$ cat config.mk
export PLATFORM = sky130hd
export DESIGN_NAME = losp_top
export DESIGN_NICKNAME = d
export VERILOG_FILES = /design/src/losp_pkg.sv /design/src/losp_top.sv
export VERILOG_INCLUDE_DIRS = /design/src
export SDC_FILE = /design/constraint.sdc
export NUM_CORES = 1
export LEC_CHECK = 0
export ABC_AREA = 1
export BUFFER_PORTS_ARGS = -buffer_cell sky130_fd_sc_hd__buf_2
export CAP_MARGIN = 25
export CORE_MARGIN = 1
export CORE_UTILIZATION = 32
export DETAILED_ROUTE_END_ITERATION = 12
export PLACE_DENSITY = 0.6
export SLEW_MARGIN = 25
export SYNTH_ARGS = -nofsm -noshare
export SYNTH_HDL_FRONTEND = slang
export SYNTH_SLANG_ARGS = --single-unit
$ cat constraint.sdc
create_clock -name clk_i -period 3.7 [get_ports clk_i]
set_input_delay 0.74 -clock clk_i [delete_from_list [all_inputs] [get_ports clk_i]]
set_output_delay 0.74 -clock clk_i [all_outputs]
set_load 0.005 [all_outputs]
$ cat src/losp_map.svh
// register offsets, field positions, reset values and fixed patterns of the output formatter
`ifndef LOSP_MAP_SVH
`define LOSP_MAP_SVH
// ==================================================
// register byte addresses
`define LOSP_IFCTRL_ADDR   8'h00
`define LOSP_PATSEL_ADDR   8'h04
`define LOSP_UPCTRL_ADDR   8'h08
`define LOSP_STATUS_ADDR   8'h0C
`define LOSP_UPAT_BASE     8'h20
// ==================================================
// interface_control_reg fields
`define LOSP_SCR_BIT       0
`define LOSP_TS_BIT        1
`define LOSP_LSBSEL_BIT    2
`define LOSP_SYNCSRC_BIT   3
`define LOSP_SWSYNC_BIT    4
`define LOSP_PDMODE_BIT    5
`define LOSP_WID_LO        8
`define LOSP_WID_HI        9
// pattern_choice_reg fields
`define LOSP_ACT_BIT       0
`define LOSP_SYN_LO        4
`define LOSP_SYN_HI        5
// user_pattern_control_reg fields
`define LOSP_INV_LO        0
`define LOSP_INV_HI        3
`define LOSP_LANE_BIT      4
// ==================================================
// reset values
`define LOSP_IFCTRL_RST    32'h0000_0000
`define LOSP_PATSEL_RST    32'h0000_0000
`define LOSP_UPCTRL_RST    32'h0000_0000
`define LOSP_MIDCODE       12'h000
// fixed lane sequence, eighth word chosen as 0x000
`define LOSP_LANE_SEQ      8'h72
`endif

$ cat src/losp_pkg.sv
// types of the output formatter
package losp_pkg;
  typedef enum logic [1:0] {
    LOSP_W12 = 2'b00,
    LOSP_W11 = 2'b01,
    LOSP_W10 = 2'b10,
    LOSP_W8  = 2'b11
  } losp_width_t;
  typedef enum logic [1:0] {
    LOSP_SYN_UPAT  = 2'b00,
    LOSP_SYN_LSB   = 2'b01,
    LOSP_SYN_ALL   = 2'b10,
    LOSP_SYN_RSVD  = 2'b11
  } losp_sync_t;
endpackage

$ cat src/losp_top.sv
// output formatter: pattern selection, frame handling, scrambler and register slave
//
// Implementation choices: the Wishbone register port and the placing of the registers.
`timescale 1ns/10ps
`default_nettype none
`include "losp_map.svh"

// What this block does
// - 12-bit scramble: bits 11..2 XOR d1^d0, bit0 gets d0^d1, strobe too.
// - 11-bit scramble: bits 11..3 XOR d2^d1, bit1 gets d2^d1, strobe d1^d0.
// - scrambling only while scramble_enable is one.
// - 10-bit scramble: bits 11..4 XOR d3^d2, bit2 d2^d3, bit1 zero.
// - 10-bit: bit0 scrambled only with lsb select zero and timestamp on; strobe always.
// - 8-bit scramble: bits 11..6, bit0, strobe XOR d5^d4; bits 3..1 zero.
// - active and sync patterns chosen by pin or software, per source select.
// - pattern switches only on strobe falling edge.
// - active choice: converter samples or user pattern.
// - sync choice: user pattern, strobe on LSB, or strobe on all lanes.
// - user pattern of eight words restarts every frame.
// - short frames truncate the pattern, long frames repeat it.
// - per-bus invert: bus A bit 8 up to bus D bit 11.
// - lane sequence enable overrides user pattern with fixed sequence.
// - fixed sequence follows the same frame truncation and repetition.
// - power-down pin or mode disables data drivers.
// - foreground calibration outputs mid-code on the data path.
// - background calibration keeps samples flowing.
module losp_top #(
  parameter int NBUS = 4,
  parameter int DW   = 12
) (
  input  wire logic                 clk_i,
  input  wire logic                 rst_i,
  input  wire logic [NBUS*DW-1:0]   sample_i,
  input  wire logic [NBUS-1:0]      strobe_i,
  input  wire logic                 pattern_toggle_pin_i,
  input  wire logic                 power_down_pin_i,
  input  wire logic                 fg_cal_busy_i,
  input  wire logic [7:0]           wb_adr_i,
  input  wire logic [31:0]          wb_dat_i,
  input  wire logic [3:0]           wb_sel_i,
  input  wire logic                 wb_we_i,
  input  wire logic                 wb_cyc_i,
  input  wire logic                 wb_stb_i,
  output logic      [31:0]          wb_dat_o,
  output logic                      wb_ack_o,
  output logic      [NBUS*DW-1:0]   data_o,
  output logic      [NBUS-1:0]      strobe_o,
  output logic                      data_oe_o
);
  import losp_pkg::*;

  // fixed lane sequence, one bit per word index
  localparam logic [7:0] LANE_SEQ = `LOSP_LANE_SEQ;

  // ==================================================
  // state
  typedef struct packed {
    logic [1:0]          pin_sync;
    logic [1:0]          pd_sync;
    logic [31:0]         ifctrl;
    logic [31:0]         patsel;
    logic [31:0]         upctrl;
    logic [7:0][DW-1:0]  upat;
    logic                strb_prev;
    logic [2:0]          idx;
    logic                in_sync;
    logic [31:0]         rdat;
    logic                ack;
    logic [NBUS*DW-1:0]  dout;
    logic [NBUS-1:0]     sout;
    logic                oe;
  } losp_state_t;

  losp_state_t st_r;
  losp_state_t st_nxt;

  // ==================================================
  // scrambler
  function automatic logic [DW:0] scramble(input logic [DW-1:0] d, input logic s,
                                          input losp_width_t w, input logic b0en);
    logic [DW-1:0] y;
    logic          k;
    logic          sy;
    y  = d;
    k  = 1'b0;
    sy = s;
    case (w)
      LOSP_W12: begin
        k    = d[1] ^ d[0];
        y    = d ^ {{(DW-2){k}}, 2'b00};
        y[0] = d[0] ^ d[1];
        sy   = s ^ k;
      end
      LOSP_W11: begin
        k    = d[2] ^ d[1];
        y    = d ^ {{(DW-3){k}}, 3'b000};
        y[1] = k;
        if (b0en) begin
          y[0] = d[2] ^ d[1] ^ d[0];
        end
        sy   = s ^ d[1] ^ d[0];
      end
      LOSP_W10: begin
        k    = d[3] ^ d[2];
        y    = d ^ {{(DW-4){k}}, 4'h0};
        y[2] = k;
        y[1] = 1'b0;
        if (b0en) begin
          y[0] = d[0] ^ k;
        end
        sy   = s ^ k;
      end
      LOSP_W8: begin
        k      = d[5] ^ d[4];
        y      = d ^ {{(DW-6){k}}, 6'h00};
        y[4]   = k;
        y[3:1] = 3'b000;
        y[0]   = d[0] ^ k;
        sy     = s ^ k;
      end
      default: begin
        y  = d;
        sy = s;
      end
    endcase
    return {sy, y};
  endfunction

  // ==================================================
  // next state
  always_comb begin
    logic          hit;
    logic [7:0]    a;
    logic          fall;
    logic          want_sync;
    logic [DW-1:0] pw;
    logic [DW-1:0] d;
    logic          s;
    logic [DW:0]   sc;
    losp_width_t   w;
    losp_sync_t    sp;
    logic          wr_go;
    fall      = 1'b0;
    want_sync = 1'b0;
    pw        = '0;
    d         = '0;
    s         = 1'b0;
    sc        = '0;
    w         = LOSP_W12;
    sp        = LOSP_SYN_UPAT;
    st_nxt = st_r;
    a      = wb_adr_i;
    hit    = wb_cyc_i && wb_stb_i && !st_r.ack;
    // write lands at the edge where the master sees ack high
    wr_go  = wb_cyc_i && wb_stb_i && wb_we_i && st_r.ack;
    st_nxt.pin_sync = {st_r.pin_sync[0], pattern_toggle_pin_i};
    st_nxt.pd_sync  = {st_r.pd_sync[0], power_down_pin_i};
    st_nxt.ack      = hit;
    st_nxt.rdat     = 32'h0000_0000;
    if (wr_go && wb_sel_i[0]) begin
      if (a == `LOSP_IFCTRL_ADDR) begin
        st_nxt.ifctrl[7:0] = wb_dat_i[7:0];
      end
      if (a == `LOSP_PATSEL_ADDR) begin
        st_nxt.patsel[7:0] = wb_dat_i[7:0];
      end
      if (a == `LOSP_UPCTRL_ADDR) begin
        st_nxt.upctrl[7:0] = wb_dat_i[7:0];
      end
      if (a[7:5] == 3'h1 && a[1:0] == 2'b00) begin
        st_nxt.upat[a[4:2]][7:0] = wb_dat_i[7:0];
      end
    end
    if (wr_go && wb_sel_i[1]) begin
      if (a == `LOSP_IFCTRL_ADDR) begin
        st_nxt.ifctrl[9:8] = wb_dat_i[9:8];
      end
      if (a[7:5] == 3'h1 && a[1:0] == 2'b00) begin
        st_nxt.upat[a[4:2]][DW-1:8] = wb_dat_i[DW-1:8];
      end
    end
    if (hit && !wb_we_i) begin
      case (a)
        `LOSP_IFCTRL_ADDR: st_nxt.rdat = {22'h0, st_r.ifctrl[9:0]};
        `LOSP_PATSEL_ADDR: st_nxt.rdat = {24'h0, st_r.patsel[7:0]};
        `LOSP_UPCTRL_ADDR: st_nxt.rdat = {24'h0, st_r.upctrl[7:0]};
        `LOSP_STATUS_ADDR: st_nxt.rdat = {27'h0, st_r.oe, st_r.in_sync, st_r.idx};
        default: begin
          if (a[7:5] == 3'h1 && a[1:0] == 2'b00) begin
            st_nxt.rdat = {{(32-DW){1'b0}}, st_r.upat[a[4:2]]};
          end
        end
      endcase
    end
    // frame boundary on strobe falling edge of bus A
    st_nxt.strb_prev = strobe_i[0];
    fall = st_r.strb_prev && !strobe_i[0];
    want_sync = st_r.ifctrl[`LOSP_SYNCSRC_BIT] ? st_r.ifctrl[`LOSP_SWSYNC_BIT]
                                               : st_r.pin_sync[1];
    // restart each frame, wrap at eight
    if (fall) begin
      st_nxt.in_sync = want_sync;
      st_nxt.idx     = 3'd1;
    end else begin
      st_nxt.idx = st_r.idx + 3'd1;
    end
    if (st_r.upctrl[`LOSP_LANE_BIT]) begin
      pw = {DW{LANE_SEQ[fall ? 3'd0 : st_r.idx]}};
    end else begin
      pw = st_r.upat[fall ? 3'd0 : st_r.idx];
    end
    w  = losp_width_t'(st_r.ifctrl[`LOSP_WID_HI:`LOSP_WID_LO]);
    sp = losp_sync_t'(st_r.patsel[`LOSP_SYN_HI:`LOSP_SYN_LO]);
    for (int b = 0; b < NBUS; b++) begin
      d = sample_i[b*DW +: DW];
      s = strobe_i[b];
      if (st_nxt.in_sync) begin
        case (sp)
          LOSP_SYN_UPAT: d = pw;
          LOSP_SYN_LSB:  d[0] = s;
          LOSP_SYN_ALL:  d = {DW{s}};
          default:       d = pw;
        endcase
      end else if (st_r.patsel[`LOSP_ACT_BIT]) begin
        d = pw;
      end
      if ((!st_nxt.in_sync || sp == LOSP_SYN_UPAT || sp == LOSP_SYN_RSVD) &&
          (st_nxt.in_sync || st_r.patsel[`LOSP_ACT_BIT]) && st_r.upctrl[b]) begin
        d[8+b] = ~d[8+b];
      end
      // mid-code during foreground calibration, otherwise samples pass
      if (fg_cal_busy_i && !st_nxt.in_sync && !st_r.patsel[`LOSP_ACT_BIT]) begin
        d = `LOSP_MIDCODE;
      end
      sc = scramble(d, s, w, !st_r.ifctrl[`LOSP_LSBSEL_BIT] && st_r.ifctrl[`LOSP_TS_BIT]);
      if (st_r.ifctrl[`LOSP_SCR_BIT]) begin
        st_nxt.dout[b*DW +: DW] = sc[DW-1:0];
        st_nxt.sout[b]          = sc[DW];
      end else begin
        st_nxt.dout[b*DW +: DW] = d;
        st_nxt.sout[b]          = s;
      end
    end
    st_nxt.oe = !(st_r.pd_sync[1] || st_r.ifctrl[`LOSP_PDMODE_BIT]);
    if (rst_i) begin
      st_nxt        = '0;
      st_nxt.ifctrl = `LOSP_IFCTRL_RST;
      st_nxt.patsel = `LOSP_PATSEL_RST;
      st_nxt.upctrl = `LOSP_UPCTRL_RST;
    end
  end

  always_ff @(posedge clk_i) begin
    st_r <= st_nxt;
  end

  assign wb_dat_o  = st_r.rdat;
  assign wb_ack_o  = st_r.ack;
  assign data_o    = st_r.dout;
  assign strobe_o  = st_r.sout;
  assign data_oe_o = st_r.oe;
endmodule // losp_top
`default_nettype wire

Word level (Yosys, flattened, before mapping)
Memories as Yosys holds them, arrays and structs flattened.
Cells that the tools add are included.
Widths: inputs -> output; s select.

word-level totals
  register bits = 217
  memory bits (read-only) = 8
  input bits = 104
  memories = 1

operators by class
  add/sub/neg operators = 1
  magnitude comparators = 3
  eq/ne operators = 10
  muxes and demuxes = 70
  bitwise gates (word level) = 69
  reduce and logical (&&, ||, !) cells = 40

memory list
  name             words  width  rd ports  clocked after Yosys merged registers in  wr ports  RTL line         text
  (no name shown)  8      1      1         0                                        0         losp_top.sv:208  pw = {DW{LANE_SEQ[fall ? 3'd0 : st_r.idx]}};

operators by type and width
  cell                number
  $mux 96             4
  $mux 12             21
  $pmux 12 s4         5
  $bwmux 96           2
  $xor 12x12->12      16
  $pmux 11 s2         4
  $bmux 12 s3         2
  $demux 12 s3        2
  $xor 1x1->1         48
  $mux 1              24
  $logic_and 1x1->1   18
  $eq 8x4->1 const B  2
  $pmux 1 s4          4
  $eq 2x2->1 const B  4
  $eq 8x3->1 const B  1
  $logic_not 8->1     1
  $lt 3x4->1 const B  2
  $mux 8              1
  $reduce_and 2->1    4
  $logic_not 1->1     7
  $logic_not 2->1     3
  $reduce_or 2->1     3
  $not 1->1           5
  $eq 2x1->1 const B  2
  5 further kinds     8

Longest topological paths before layout
Gate-level depths: netlist of the first run.

  word-level depth = 16
  mapped depth = 24
  depth with buffers taken out = 23

Worst setup path before layout of the first run
Ideal clock, no wire load.

  kind = in2reg
  start = input port strobe_i[0]
  end = register st_r (netlist bit data_o[18])
  setup time = 0.111 ns
  arrival = 2.555 ns
  slack = 1.034 ns
  cell stages on the path = 19
  path buffers = 1
  cells stage by stage = inv_2 nand2_8 nand2_4 buf_4 nand3_1 nand3_1 nand3_1 nand2_1 nand2_2 a21oi_2 nand2b_2 nand2_2 nand2_4 inv_2 nand2_4 nand2_2 o21ai_4 and2_1 nor2_1

on the way
  word-level cells in the longest chain between the ends = 13
  elaborated cells on any way between the ends = 27
  those cells by class = 13 x mux; 8 x bitwise; 5 x reduce/logical; 1 x memory

ends and longest elaborated chain
  element                                            RTL line                          text
  start, declared                                    losp_top.sv:34                    input wire logic [NBUS-1:0] strobe_i,
  $logic_not 1->1 *                                  losp_top.sv:197                   fall = st_r.strb_prev && !strobe_i[0];
  $logic_and 1x1->1 *                                losp_top.sv:197
  $mux 3                                             losp_top.sv:208, losp_top.sv:210
  $mem_v2 8x1 / $bmux 12 s3 (equally long branches)  n/a
  $mux 1 / $mux 12 (equally long branches)           losp_top.sv:208, losp_top.sv:210
  $mux 12                                            losp_top.sv:207                   if (st_r.upctrl[`LOSP_LANE_BIT]) begin
  $pmux 11 s2 (tied with other cells)                losp_top.sv:218                   case (sp)
  $mux 12                                            losp_top.sv:217                   if (st_nxt.in_sync) begin
  $mux 12 *                                          losp_top.sv:232                   if (fg_cal_busy_i && !st_nxt.in_sync && !st_r.patsel[`LOSP_ACT_BIT]) begin
  $xor 1x1->1 (on tied branches)                     n/a
  $xor 12x12->12 (on tied branches)                  n/a
  $pmux 12 s4                                        losp_top.sv:87                    case (w)
  $mux 12 *                                          losp_top.sv:236                   if (st_r.ifctrl[`LOSP_SCR_BIT]) begin
  end signal, assigned                               losp_top.sv:254                   st_r <= st_nxt;
  end, declared                                      losp_top.sv:74                    losp_state_t st_r;

Mark *: on every way between the ends. The rest lies on a longest branch, timed or not. The select of a mux whose other input is x is not followed.
A chain may end at the register's enable or synchronous reset.

Final worst setup path of the first run
  start = register st_r[87] in the netlist's numbering
  end = register st_r (netlist bit data_o[41])

on the way
  word-level cells in the longest chain between the ends = 11
  elaborated cells on any way between the ends = 20
  those cells by class = 12 x mux; 7 x bitwise; 1 x memory

ends and longest elaborated chain
  element                                            RTL line
  $mux 3 *                                           losp_top.sv:208, losp_top.sv:210
  $mem_v2 8x1 / $bmux 12 s3 (equally long branches)  n/a
  $mux 1 / $mux 12 (equally long branches)           losp_top.sv:208, losp_top.sv:210
  $mux 12 *                                          losp_top.sv:207
  $pmux 11 s2 (tied with other cells)                losp_top.sv:218
  $mux 12 *                                          losp_top.sv:217
  $mux 12 *                                          losp_top.sv:232
  $xor 1x1->1 (on tied branches)                     losp_top.sv:104, losp_top.sv:89, losp_top.sv:95
  $xor 12x12->12 (on tied branches)                  losp_top.sv:105, losp_top.sv:90, losp_top.sv:96
  $pmux 12 s4                                        losp_top.sv:87
  $mux 12 *                                          losp_top.sv:236

Marks and branches as above.

==> load_flow_metrics.sql, run 1 <==
INSERT INTO impl_metrics (metric_group, metric, value, unit) VALUES
('timing', 'timing.final.hold_violations', '0', ''),
('timing', 'finalSetupViolations', '0', ''),
('finish', 'final_layout_size_suffix_gt1_share', '17.4', '%'),
('cts', 'clk_pin_slew_worst_paths', '90', 'ps'),
('timing', 'setup_total_negative_slack', '0', 'ps'),
('floorplanning', 'die-width', '203', 'microns'),
('finish', 'postLayoutCellArea', '14500', 'sq um'),
('cts', 'clkSinkCount', '197', ''),
('setup_path', 'critical_path_required', '4040', 'ps'),
('logic_synthesis', 'yosysUniqueCellTypes', '57', ''),
('logic_synthesis', 'synthFlopType', 'dfxtp_1', ''),
('timing', 'rsz0062_at_grt', 'false', ''),
('pwr', 'combinationalPowerShare', '15.3', '%'),
('floorplanning', 'start_util', '32.6', '%'),
('setup_path', 'arrival', '3530', 'ps'),
('drt', 'via_count', '13700', ''),
('logic_synthesis', 'synth_adder_area_share', '0.482', '%'),
('cts', 'hold_buffers', '0', ''),
('cts', 'clock_latency_at_the_later_pin_of_the_worst_skew_pair', '470', 'ps'),
('drt', 'detail-route-antenna-nets', '0', ''),
('timing', 'period_minus_slack', '3200', 'ps'),
('logic_synthesis', 'synth.largest_area_cell', 'dfxtp_1', ''),
('logic_synthesis', 'synth-seq-cells', '197', ''),
('drt', 'drc', '0', ''),
('floorplanning', 'floorplan.core_area', '39800', 'sq um'),
('finish', 'count_of_non_filler_cells_in_the_finished_layout', '2682', ''),
('logic_synthesis', 'post_synth_inst_count', '2063', ''),
('logic_synthesis', 'yosys-mux-area-fraction', '0', '%'),
('timing', 'max_slew_margin', '46.1', '%'),
('cts', 'clk_root_buffer_cell', 'clkbuf_16', ''),
('drt', 'routed_wirelength', '48500', 'microns'),
('setup_path', 'category_of_the_worst_setup_path_capture_point', 'register', ''),
('placed_design', 'placement.setup.worst_slack', '231', 'ps'),
('logic_synthesis', 'post-synth-top-area-fraction', '30.4', '%'),
('pwr', 'power_density', '337', 'nW/um^2'),
('finish', 'final_cell_mix', 'nand2_1 (469), nor2_1 (325), dfxtp_1 (197)', ''),
('pwr', 'sequentialPowerShare', '44.3', '%'),
('cts', 'cts_max_level', '4', ''),
('pwr', 'clock_power_share', '40.4', '%'),
('pwr', 'p_sw', '1.51', 'mW'),
('logic_synthesis', 'post_synth.cell_area_avg', '6.29', 'sq um'),
('finish', 'layout.filler_cells', '4354', ''),
('placed_design', 'portBuffers', '147', ''),
('setup_path', 'crit_path_max_fanout', '14', ''),
('drt', 'drtIter0Drc', '1473', ''),
('cts', 'cts_setup_buffers', '0', ''),
('timing', 'finalWorstSetupSlack', '501', 'ps'),
('logic_synthesis', 'synth_async_sr_flop_share', '0', '%'),
('logic_synthesis', 'post_synth_and_or_nand_nor_area_fraction', '35.7', '%'),
('timing', 'final_max_slew_viol_count', '0', ''),
('logic_synthesis', 'synth_area_leaders', 'dfxtp_1 (30%), nand2_1 (14%), nor2_1 (9.4%)', ''),
('setup_path', 'setup.worst_path.start_class', 'register', ''),
('cts', 'tritoncts', 'yes', ''),
('timing', 'clock.fmax', '313', 'MHz'),
('global_route', 'number_of_antenna_violations_at_the_first_check_in_global_routing', '1', ''),
('outcome', 'run_status', 'completed', ''),
('finish', 'ff_latch_area', '3940', 'sq um'),
('run', 'cap_violations', '0', ''),
('timing', 'final_min_period_over_clock_period', '86.5', '%'),
('cts', 'cts_resized', '0', ''),
('finish', 'design.final.nets', '2252', ''),
('pwr', 'switching_share', '30.8', '%'),
('placed_design', 'place_congestion', '0.978', ''),
('logic_synthesis', 'synth-warning-count', '0', ''),
('pwr', 'vdd.ir_drop.worst', '0.317', 'mV'),
('timing', 'tightest_slew', '809', 'ps'),
('logic_synthesis', 'synth-seq-area-share', '30.4', '%'),
('logic_synthesis', 'main_combinational_cell_family_by_area_after_synthesis', 'simple AND/OR/NAND/NOR gates', ''),
('floorplanning', 'placement_rows', '73', ''),
('finish', 'mostFrequentLayoutCell', 'nand2_1', ''),
('drt', 'route.detailed.vias_per_inst', '5.12', '');
cell usage after synthesis (3+ instances only):
cell / number
buf_2: 17
o21ai_2: 4
buf_6: 12
buf_1: 4
nand2_1: 469
clkbuf_1: 63
a22oi_1: 13
a31oi_1: 3
nand2_2: 33
xnor2_1: 3
inv_1: 175
nor2_2: 14
o21ai_1: 5
nor3_1: 18
clkinv_1: 4
a21oi_1: 128
o211ai_1: 12
o22ai_1: 13
o21ai_0: 174
o221ai_1: 10
nor2_1: 325
a21oi_2: 8
xor2_1: 4
dfxtp_1: 197
a41oi_1: 5
nand4_1: 13
nand2_4: 11
nand2b_1: 5
nor2_4: 7
nand3_1: 142
o2111ai_1: 6
buf_4: 90
nor4_1: 3
ha_1: 5
a221oi_1: 18
inv_2: 19
o21a_1: 3
critical path: stages (launching register included):
cell	delay (ps)
dfxtp_1	620
buf_4	300
nand2_1	70
inv_1	50
nor2_1	40
nand2_1	50
nand3_1	130
nand3_1	120
nand2_1	130
nand2_1	110
nand2_1	120
nor2_1	110
nand2b_1	140
inv_1	100
nand2_1	70
nand3_1	160
nand2_1	150
o21ai_1	200
nor2_1	60
nor3b_1	320
final timing paths:
| path | from | to | slack [ps] | cells after the start |
|---|---|---|---|---|
| min | st_r[284] | data_oe_o | 390 | 1 |
| max reg2reg | st_r[87] | data_o[41] | 500 | 19 |
| min reg2reg | st_r[284] | data_oe_o | 390 | 1 |
| max | st_r[87] | data_o[41] | 500 | 19 |
power groups by stage:
stage | Clock (mW) | Combinational (mW) | Sequential (mW)
6_report | 1.98 | 0.750 | 2.17
3_5_place_dp | 0 | 0.737 | 2.22
5_1_grt | 2.09 | 0.826 | 2.17
3_3_place_gp | 0 | 0.731 | 2.22
4_1_cts | 2.01 | 0.740 | 2.17
2_1_floorplan | 0 | 0.511 | 2.21
per-stage QoR:
step,total power [mW],hold WS (ps)
CTS,4.92,397
global placement,2.95,377
finish,4.90,390
floorplan,2.72,367
detailed placement,2.96,380
global route,5.09,410
registers in the layout, indices dropped and copies added (netlist names):
| signal | cells |
|---|---|
| data_oe_o | 1 |
| wb_dat_o | 12 |
| strobe_o | 4 |
| st_r | 131 |
| data_o | 48 |
| wb_ack_o | 1 |
cell type report:
| class | count | area share [%] |
|---|---|---|
| Clock inverter | 13 | 1.12 |
| Tap cell | 525 | 4.52 |
| Multi-Input combinational cell | 1499 | 49.5 |
| Antenna cell | 1 | 0.0172 |
| Timing Repair Buffer | 228 | 9.42 |
| Inverter | 200 | 5.22 |
| Sequential cell | 197 | 27.1 |
| Clock buffer | 19 | 3.05 |
layer usage:
layer	up-vias	global-route usage (%)	share of wire, %
met1	6326	29.9	42
met5	-	0	0
li1	6738	-	-
met4	0	7.98	2.7
met3	82	3.20	7.4
met2	580	40.0	48
cells by family (layout without fill, tap and decap cells):
group,after synthesis,after routing
compound gates,408,408
xor+xnor,8,8
fa+ha+maj,5,5
buf+inv,386,460
flops,197,197
other cells,1,21
simple gates,1058,1058
No activity file was read; power rests on OpenSTA's default activity.
==> inputs of run 2 (changes only) <==
--- a/config.mk
+++ b/config.mk
@@ -6,7 +6,6 @@
 export SDC_FILE = /design/constraint.sdc
 export NUM_CORES = 1
 export LEC_CHECK = 0
-export ABC_AREA = 1
 export BUFFER_PORTS_ARGS = -buffer_cell sky130_fd_sc_hd__buf_2
 export CAP_MARGIN = 25
 export CORE_MARGIN = 1
==> load_flow_metrics.sql, run 2 <==
INSERT INTO impl_metrics (metric_group, metric, value, unit) VALUES
('drt', 'routed_wire_length_per_instance', '20.5', 'microns'),
('logic_synthesis', 'syn_area', '13000', 'sq um'),
('global_route', 'first_global_vias', '11700', ''),
('pwr', 'sequentialPowerShare', '43.4', '%'),
('setup_path', 'setup.worst_path.start_class', 'register', ''),
('logic_synthesis', 'post_synth_inst_count', '1564', ''),
('global_route', 'global_route.overflow_total', '0', ''),
('logic_synthesis', 'top_count_cell_post_synth', 'nor2_1', ''),
('logic_synthesis', 'synth_edf_count', '0', ''),
('timing', 'period_minus_slack', '3530', 'ps'),
('logic_synthesis', 'post-synth-top-area-fraction', '30.5', '%'),
('placed_design', 'hpwl', '34900', 'microns'),
('pwr', 'total_power', '5.00', 'mW'),
('setup_path', 'arrival', '3840', 'ps'),
('cts', 'cts_max_level', '4', ''),
('drt', 'routed_wirelength', '46400', 'microns'),
('finish', 'layout.filler_cells', '4140', ''),
('drt', 'drt-pass1-iter-count', '7', ''),
('cts', 'clk_pin_slew_worst_paths', '90', 'ps'),
('placed_design', 'place_congestion', '0.988', ''),
('finish', 'number_of_diodes', '0', ''),
('pwr', 'vdd.ir_drop.worst', '0.241', 'mV'),
('logic_synthesis', 'synth-seq-area-share', '30.5', '%'),
('finish', 'final_cell_mix', 'nor2_1 (247), dfxtp_1 (197), buf_4 (175)', ''),
('finish', 'max_flop_register', 'st_r', ''),
('timing', 'timing.final.hold_violations', '0', ''),
('logic_synthesis', 'synth.largest_area_cell', 'dfxtp_1', ''),
('pwr', 'total_internal_power', '3.52', 'mW'),
('timing', 'rsz0062_at_grt', 'false', ''),
('cts', 'cts_buffer_depth', '2', ''),
('cts', 'clkSinkCount', '197', ''),
('drt', 'detail-route-antenna-nets', '0', ''),
('floorplanning', 'die-width', '203', 'microns'),
('finish', 'final_layout_size_suffix_gt1_share', '26.1', '%'),
('finish', 'fin_util', '38.4', '%'),
('drt', 'drc', '0', ''),
('hold_path', 'worst_hold_path_type', 'register to register', ''),
('setup_path', 'category_of_the_worst_setup_path_capture_point', 'register', ''),
('run', 'cap_violations', '0', ''),
('cts', 'numCtsBuffers', '17', ''),
('timing', 'timing.clock.skew', '18.3', 'ps'),
('pwr', 'leakage', '5.84', 'nW'),
('global_route', 'grt_start_max_net_pins', '77', ''),
('pwr', 'power_density', '327', 'nW/um^2'),
('logic_synthesis', 'post_synth.cell_area_avg', '8.28', 'sq um'),
('setup_path', 'crit_path_max_fanout', '8', ''),
('timing', 'setup_total_negative_slack', '0', 'ps'),
('finish', 'ff_latch_area', '3940', 'sq um'),
('logic_synthesis', 'yosysUniqueCellTypes', '104', ''),
('timing', 'clock.fmax', '284', 'MHz'),
('cts', 'clk_root_buffer_cell', 'clkbuf_16', ''),
('pwr', 'switching_share', '29.7', '%'),
('floorplanning', 'pin_count', '190', ''),
('finish', 'multiInputGateArea', '7920', 'sq um'),
('logic_synthesis', 'synth_area_leaders', 'dfxtp_1 (30%), mux2i_1 (11%), nor2_1 (7.2%)', ''),
('pwr', 'combinationalPowerShare', '18.7', '%'),
('timing', 'final_max_slew_viol_count', '0', ''),
('setup_path', 'register_to_register_setup_slack', '170', 'ps'),
('cts', 'clock_latency_at_the_later_pin_of_the_worst_skew_pair', '470', 'ps'),
('setup_path', 'critical_path_required', '4010', 'ps'),
('finish', 'mostFrequentLayoutCell', 'nor2_1', ''),
('floorplanning', 'placement_rows', '73', ''),
('cts', 'tritoncts', 'yes', ''),
('floorplanning', 'start_util', '32.5', '%'),
('placed_design', 'portBuffers', '147', ''),
('drt', 'drtIter0Drc', '1233', ''),
('finish', 'syn_to_final_growth', '18.2', '%'),
('timing', 'finalSetupViolations', '0', ''),
('timing', 'final_min_period_over_clock_period', '95.3', '%'),
('cts', 'cts_setup_buffers', '0', ''),
('finish', 'largest_register_ff_count', '131', ''),
('logic_synthesis', 'synthFlopType', 'dfxtp_1', ''),
('global_route', 'track_usage', '22.1', '%'),
('logic_synthesis', 'synthTopCellsByCount', 'nor2_1 (247), dfxtp_1 (197), nand2_1 (153), mux2i_1 (147), a21oi_1 (95)', ''),
('setup_path', 'timing_worst_setup_path_type', 'register to register', ''),
('global_route', 'grt_pass1_wl', '69400', 'microns'),
('outcome', 'run_status', 'completed', ''),
('drt', 'route.detailed.vias_per_inst', '5.48', ''),
('floorplanning', 'floorplan.core_area', '39800', 'sq um'),
('floorplanning', 'floorplan.die.height', '203', 'microns'),
('timing', 'max_slew_margin', '41.3', '%'),
('logic_synthesis', 'synth-seq-cells', '197', ''),
('logic_synthesis', 'synth_async_sr_flop_share', '0', '%'),
('logic_synthesis', 'synth-warning-count', '0', ''),
('timing', 'tightest_slew', '880', 'ps'),
('pwr', 'p_sw', '1.49', 'mW'),
('finish', 'design.final.nets', '1840', ''),
('drt', 'via_count', '12400', ''),
('global_route', 'number_of_antenna_violations_at_the_first_check_in_global_routing', '1', ''),
('floorplanning', 'floorplan.die_area', '41300', 'sq um'),
('pwr', 'clock_power_share', '37.9', '%');
[run 2: cell type report]
type | count | share of cell area (%)
timing repair buffer | 326 | 14.0
inverter | 16 | 0.392
tap | 525 | 4.29
sequential | 197 | 25.8
multi-input combinational | 1173 | 51.8
clock buffer | 19 | 2.89
clock inverter | 13 | 0.940
[run 2: metrics by stage]
| step | hold WS (ps) | area, sq um | instances | worst slack (ps) |
|---|---|---|---|---|
| 3_5_place_dp | 439 | 14700 | 2237 | -33.5 |
| 2_1_floorplan | 367 | 13000 | 1583 | 495 |
| 6_report | 437 | 15300 | 2269 | 174 |
| 4_1_cts | 451 | 15300 | 2269 | 208 |
| 5_1_grt | 465 | 15300 | 2269 | 52.3 |
| 3_3_place_gp | 432 | 14700 | 2237 | -39.0 |
[run 2: path summary, 6_finish.rpt]
path | startpoint | cells after the start | endpoint
worst min-delay path | st_r[284] | 1 | data_oe_o
worst max-delay path | st_r[87] | 13 | data_o[7]
worst min register to register | st_r[284] | 1 | data_oe_o
worst max register to register | st_r[87] | 13 | data_o[7]
[run 2: kinds of logic after synthesis]
group / share of synthesized area [%]
mux: 17.5
simple gates: 19.8
xor+xnor: 3.82
fa+ha+maj: 0.483
buf+inv: 9.07
other cells: 0.0290
compound gates: 18.9
flops: 30.5
[run 2: critical path, cell delays in order (launching register included)]
cell and delay (ps):
dfxtp_1 550, buf_4 240, nand2b_1 160, or3_1 350
a311o_1 350, buf_4 180, a21oi_1 120, o21ai_0 160
buf_4 190, and4_1 170, a211oi_2 340, o211ai_4 240
xnor2_1 230, nor2_1 60
[run 2: what timing repair did]
item / in CTS / in global routing
resized for setup: 0 / 1
hold buffers: 0 / 0
setup endpoints to repair: 0 / 1
[run 2: routing by layer]
metal	up-vias	part of all wire (%)	wire length (microns)	global-route usage, %
met5	-	0.026	12	0
met4	2	4.3	1990	10.5
met3	87	7.4	3430	3.91
met2	598	47	21700	35.8
met1	5966	42	19300	28.5
li1	5792	-	-	-
[run 2: power groups by stage]
stage	Combinational [mW]	Sequential (mW)	Clock [mW]
global placement	0.911	2.22	0
floorplan	0.561	2.21	0
CTS	0.924	2.17	1.93
finish	0.935	2.17	1.89
global route	0.999	2.18	2.01
detailed placement	0.921	2.22	0
==> inputs of run 3 (changes only) <==
--- a/config.mk
+++ b/config.mk
@@ -11,7 +11,7 @@
 export CORE_MARGIN = 1
 export CORE_UTILIZATION = 32
 export DETAILED_ROUTE_END_ITERATION = 12
-export PLACE_DENSITY = 0.6
+export PLACE_DENSITY = 0.59
 export SLEW_MARGIN = 25
 export SYNTH_ARGS = -nofsm -noshare
 export SYNTH_HDL_FRONTEND = slang
==> load_flow_metrics.sql, run 3 (synthesized netlist as in run 2, its figures left out) <==
INSERT INTO impl_metrics (metric_group, metric, value, unit) VALUES
('global_route', 'grt_start_max_net_pins', '118', ''),
('placed_design', 'hpwl', '35400', 'microns'),
('placed_design', 'placement.setup.worst_slack', '-89.9', 'ps'),
('timing', 'finalSetupViolations', '0', ''),
('timing', 'rsz0062_at_grt', 'false', ''),
('drt', 'drt-pass1-iter-count', '5', ''),
('setup_path', 'critical_path.top_delay_family', 'compound AO/OA/AOI/OAI gates', ''),
('finish', 'final_layout_size_suffix_gt1_share', '25.7', '%'),
('cts', 'clk_root_buffer_cell', 'clkbuf_16', ''),
('finish', 'number_of_diodes', '0', ''),
('timing', 'timing.final.hold_violations', '0', ''),
('setup_path', 'critical-path-slowest-cell', 'dfxtp_1', ''),
('floorplanning', 'floorplan.die_area', '41300', 'sq um'),
('timing', 'tightest_slew', '1050', 'ps'),
('setup_path', 'setup.worst_path.start_class', 'register', ''),
('timing', 'final_min_period_over_clock_period', '93.2', '%'),
('finish', 'syn_to_final_growth', '18.0', '%'),
('global_route', 'first_global_vias', '11600', ''),
('timing', 'timing.clock.skew', '21.6', 'ps'),
('timing', 'finalWorstSetupSlack', '250', 'ps'),
('finish', 'multiInputGateArea', '7910', 'sq um'),
('finish', 'ff_latch_area', '3940', 'sq um'),
('setup_path', 'critical_path_required', '4030', 'ps'),
('finish', 'layout.filler_cells', '4107', ''),
('floorplanning', 'start_util', '32.5', '%'),
('setup_path', 'timing_worst_setup_path_type', 'register to register', ''),
('placed_design', 'place_congestion', '0.920', ''),
('outcome', 'run_status', 'completed', ''),
('drt', 'routed_wire_length_per_instance', '21.0', 'microns'),
('drt', 'routed_wirelength', '47300', 'microns'),
('setup_path', 'critical_path.cell_chain', 'nand2b_1 > nor2_1 > a221oi_1 > nor2_1 > buf_4 > a2bb2oi_2 > xnor2_1 > o21ai_1 > o221ai_4 > buf_12 > a21o_1 > a21oi_1', ''),
('cts', 'clock_latency_at_the_later_pin_of_the_worst_skew_pair', '460', 'ps'),
('timing', 'clock.fmax', '290', 'MHz'),
('setup_path', 'r2r.worst_path.cells', '12', ''),
('cts', 'cts_max_level', '4', ''),
('global_route', 'global_route.overflow_total', '0', ''),
('finish', 'max_flop_register', 'st_r', ''),
('finish', 'design.final.nets', '1828', ''),
('drt', 'detail-route-antenna-nets', '0', ''),
('timing', 'max_slew_margin', '29.6', '%'),
('global_route', 'track_usage', '22.8', '%'),
('hold_path', 'holdPathStages', '1', ''),
('finish', 'mostFrequentLayoutCell', 'nor2_1', ''),
('setup_path', 'arrival', '3780', 'ps'),
('placed_design', 'portBuffers', '147', ''),
('finish', 'postLayoutCellArea', '15300', 'sq um'),
('pwr', 'power_density', '330', 'nW/um^2'),
('pwr', 'leakage', '5.80', 'nW'),
('global_route', 'grt_pass1_wl', '71300', 'microns'),
('drt', 'via_count', '12300', ''),
('floorplanning', 'die-width', '203', 'microns'),
('setup_path', 'critical_path.max_stage_delay', '650', 'ps'),
('cts', 'clkSinkCount', '197', ''),
('setup_path', 'critical_path_cell_count', '12', ''),
('setup_path', 'crit_path_max_fanout', '10', ''),
('global_route', 'number_of_antenna_violations_at_the_first_check_in_global_routing', '0', ''),
('pwr', 'vdd.ir_drop.worst', '0.256', 'mV'),
('cts', 'cts_resized', '0', ''),
('hold_path', 'worst_hold_path_type', 'register to register', ''),
('setup_path', 'worst-path-buf-inv', '2', ''),
('finish', 'count_of_non_filler_cells_in_the_finished_layout', '2257', ''),
('drt', 'route.detailed.vias_per_inst', '5.47', ''),
('floorplanning', 'floorplan.core_area', '39800', 'sq um'),
('cts', 'hold_buffers', '0', ''),
('run', 'cap_violations', '0', ''),
('finish', 'final_cell_mix', 'nor2_1 (247), dfxtp_1 (197), buf_4 (159)', ''),
('cts', 'tritoncts', 'yes', ''),
('setup_path', 'category_of_the_worst_setup_path_capture_point', 'register', ''),
('floorplanning', 'floorplan.die.height', '203', 'microns'),
('floorplanning', 'placement_rows', '73', ''),
('placed_design', 'post_dp_cell_area', '14700', 'sq um'),
('cts', 'numCtsBuffers', '17', ''),
('timing', 'final_max_slew_viol_count', '0', ''),
('finish', 'largest_register_ff_count', '131', ''),
('drt', 'drc', '0', ''),
('placed_design', 'dp_cells', '2225', ''),
('floorplanning', 'pin_count', '190', ''),
('setup_path', 'timing.critical_path.mode_cell', 'nor2_1', ''),
('timing', 'period_minus_slack', '3450', 'ps'),
('cts', 'cts_buffer_depth', '2', ''),
('cts', 'clk_pin_slew_worst_paths', '80', 'ps'),
('cts', 'cts_setup_buffers', '0', ''),
('drt', 'drtIter0Drc', '1039', '');
-- run 3: cell count changes in the layout (fill, tap and decap cells not counted) --
cell,delta
buf_12,+5
buf_2,-1
buf_4,-16
clkbuf_1,-1
clkinv_4,-1
clkinvlp_4,-1
inv_8,+3
nor3_2,+1
nor3_4,-1
-- run 3: layout make-up --
| type | instances | share of cell area (%) |
|---|---|---|
| multi-input cells | 1173 | 51.8 |
| flip-flops and latches | 197 | 25.8 |
| repair buffers | 314 | 13.8 |
| well taps | 525 | 4.30 |
| clock buffers | 18 | 2.87 |
| clock inverters | 14 | 1.06 |
| inverters | 16 | 0.393 |
-- run 3: where the power goes --
part / switching (mW) / internal [mW] / leakage [nW]
Combinational: 0.547 / 0.384 / 3.90
Clock: 0.959 / 0.982 / 0.298
Sequential: 0.0158 / 2.15 / 1.60
Total: 1.52 / 3.52 / 5.80
-- run 3: layer usage --
metal | wire length, microns | part of all wire [%] | vias up | global-route usage, %
met2 | 22500 | 48 | 550 | 37.6
li1 | - | - | 5791 | -
met5 | 0 | 0 | - | 0
met3 | 3320 | 7.0 | 84 | 3.24
met4 | 2150 | 4.5 | 0 | 11.3
met1 | 19400 | 41 | 5913 | 28.9
-- run 3: worst paths after layout --
check                                   to       from  slack, ps
worst max-delay path            data_o[34]   st_r[88]        250
worst min-delay path             data_oe_o  st_r[284]        390
worst max register to register  data_o[34]   st_r[88]        250
worst min register to register   data_oe_o  st_r[284]        390
-- run 3: metrics by stage --
step	hold slack [ps]	total power, mW	util (%)	setup TNS [ps]
finish	387	5.04	38.4	0
global route	399	5.24	38.4	0
CTS	393	5.09	38.4	0
detailed placement	378	3.14	36.9	-229
global placement	380	3.13	36.9	-149
floorplan	367	2.78	-	0
-- run 3: worst reg2reg max path: cells and delay by family (launching register included) --
family	cells	cell delay (ps)
XOR/XNOR	1	160
buffers and inverters	2	380
flip-flops	1	650
AO/OA/AOI/OAI	6	1630
AND/OR/NAND/NOR	3	520
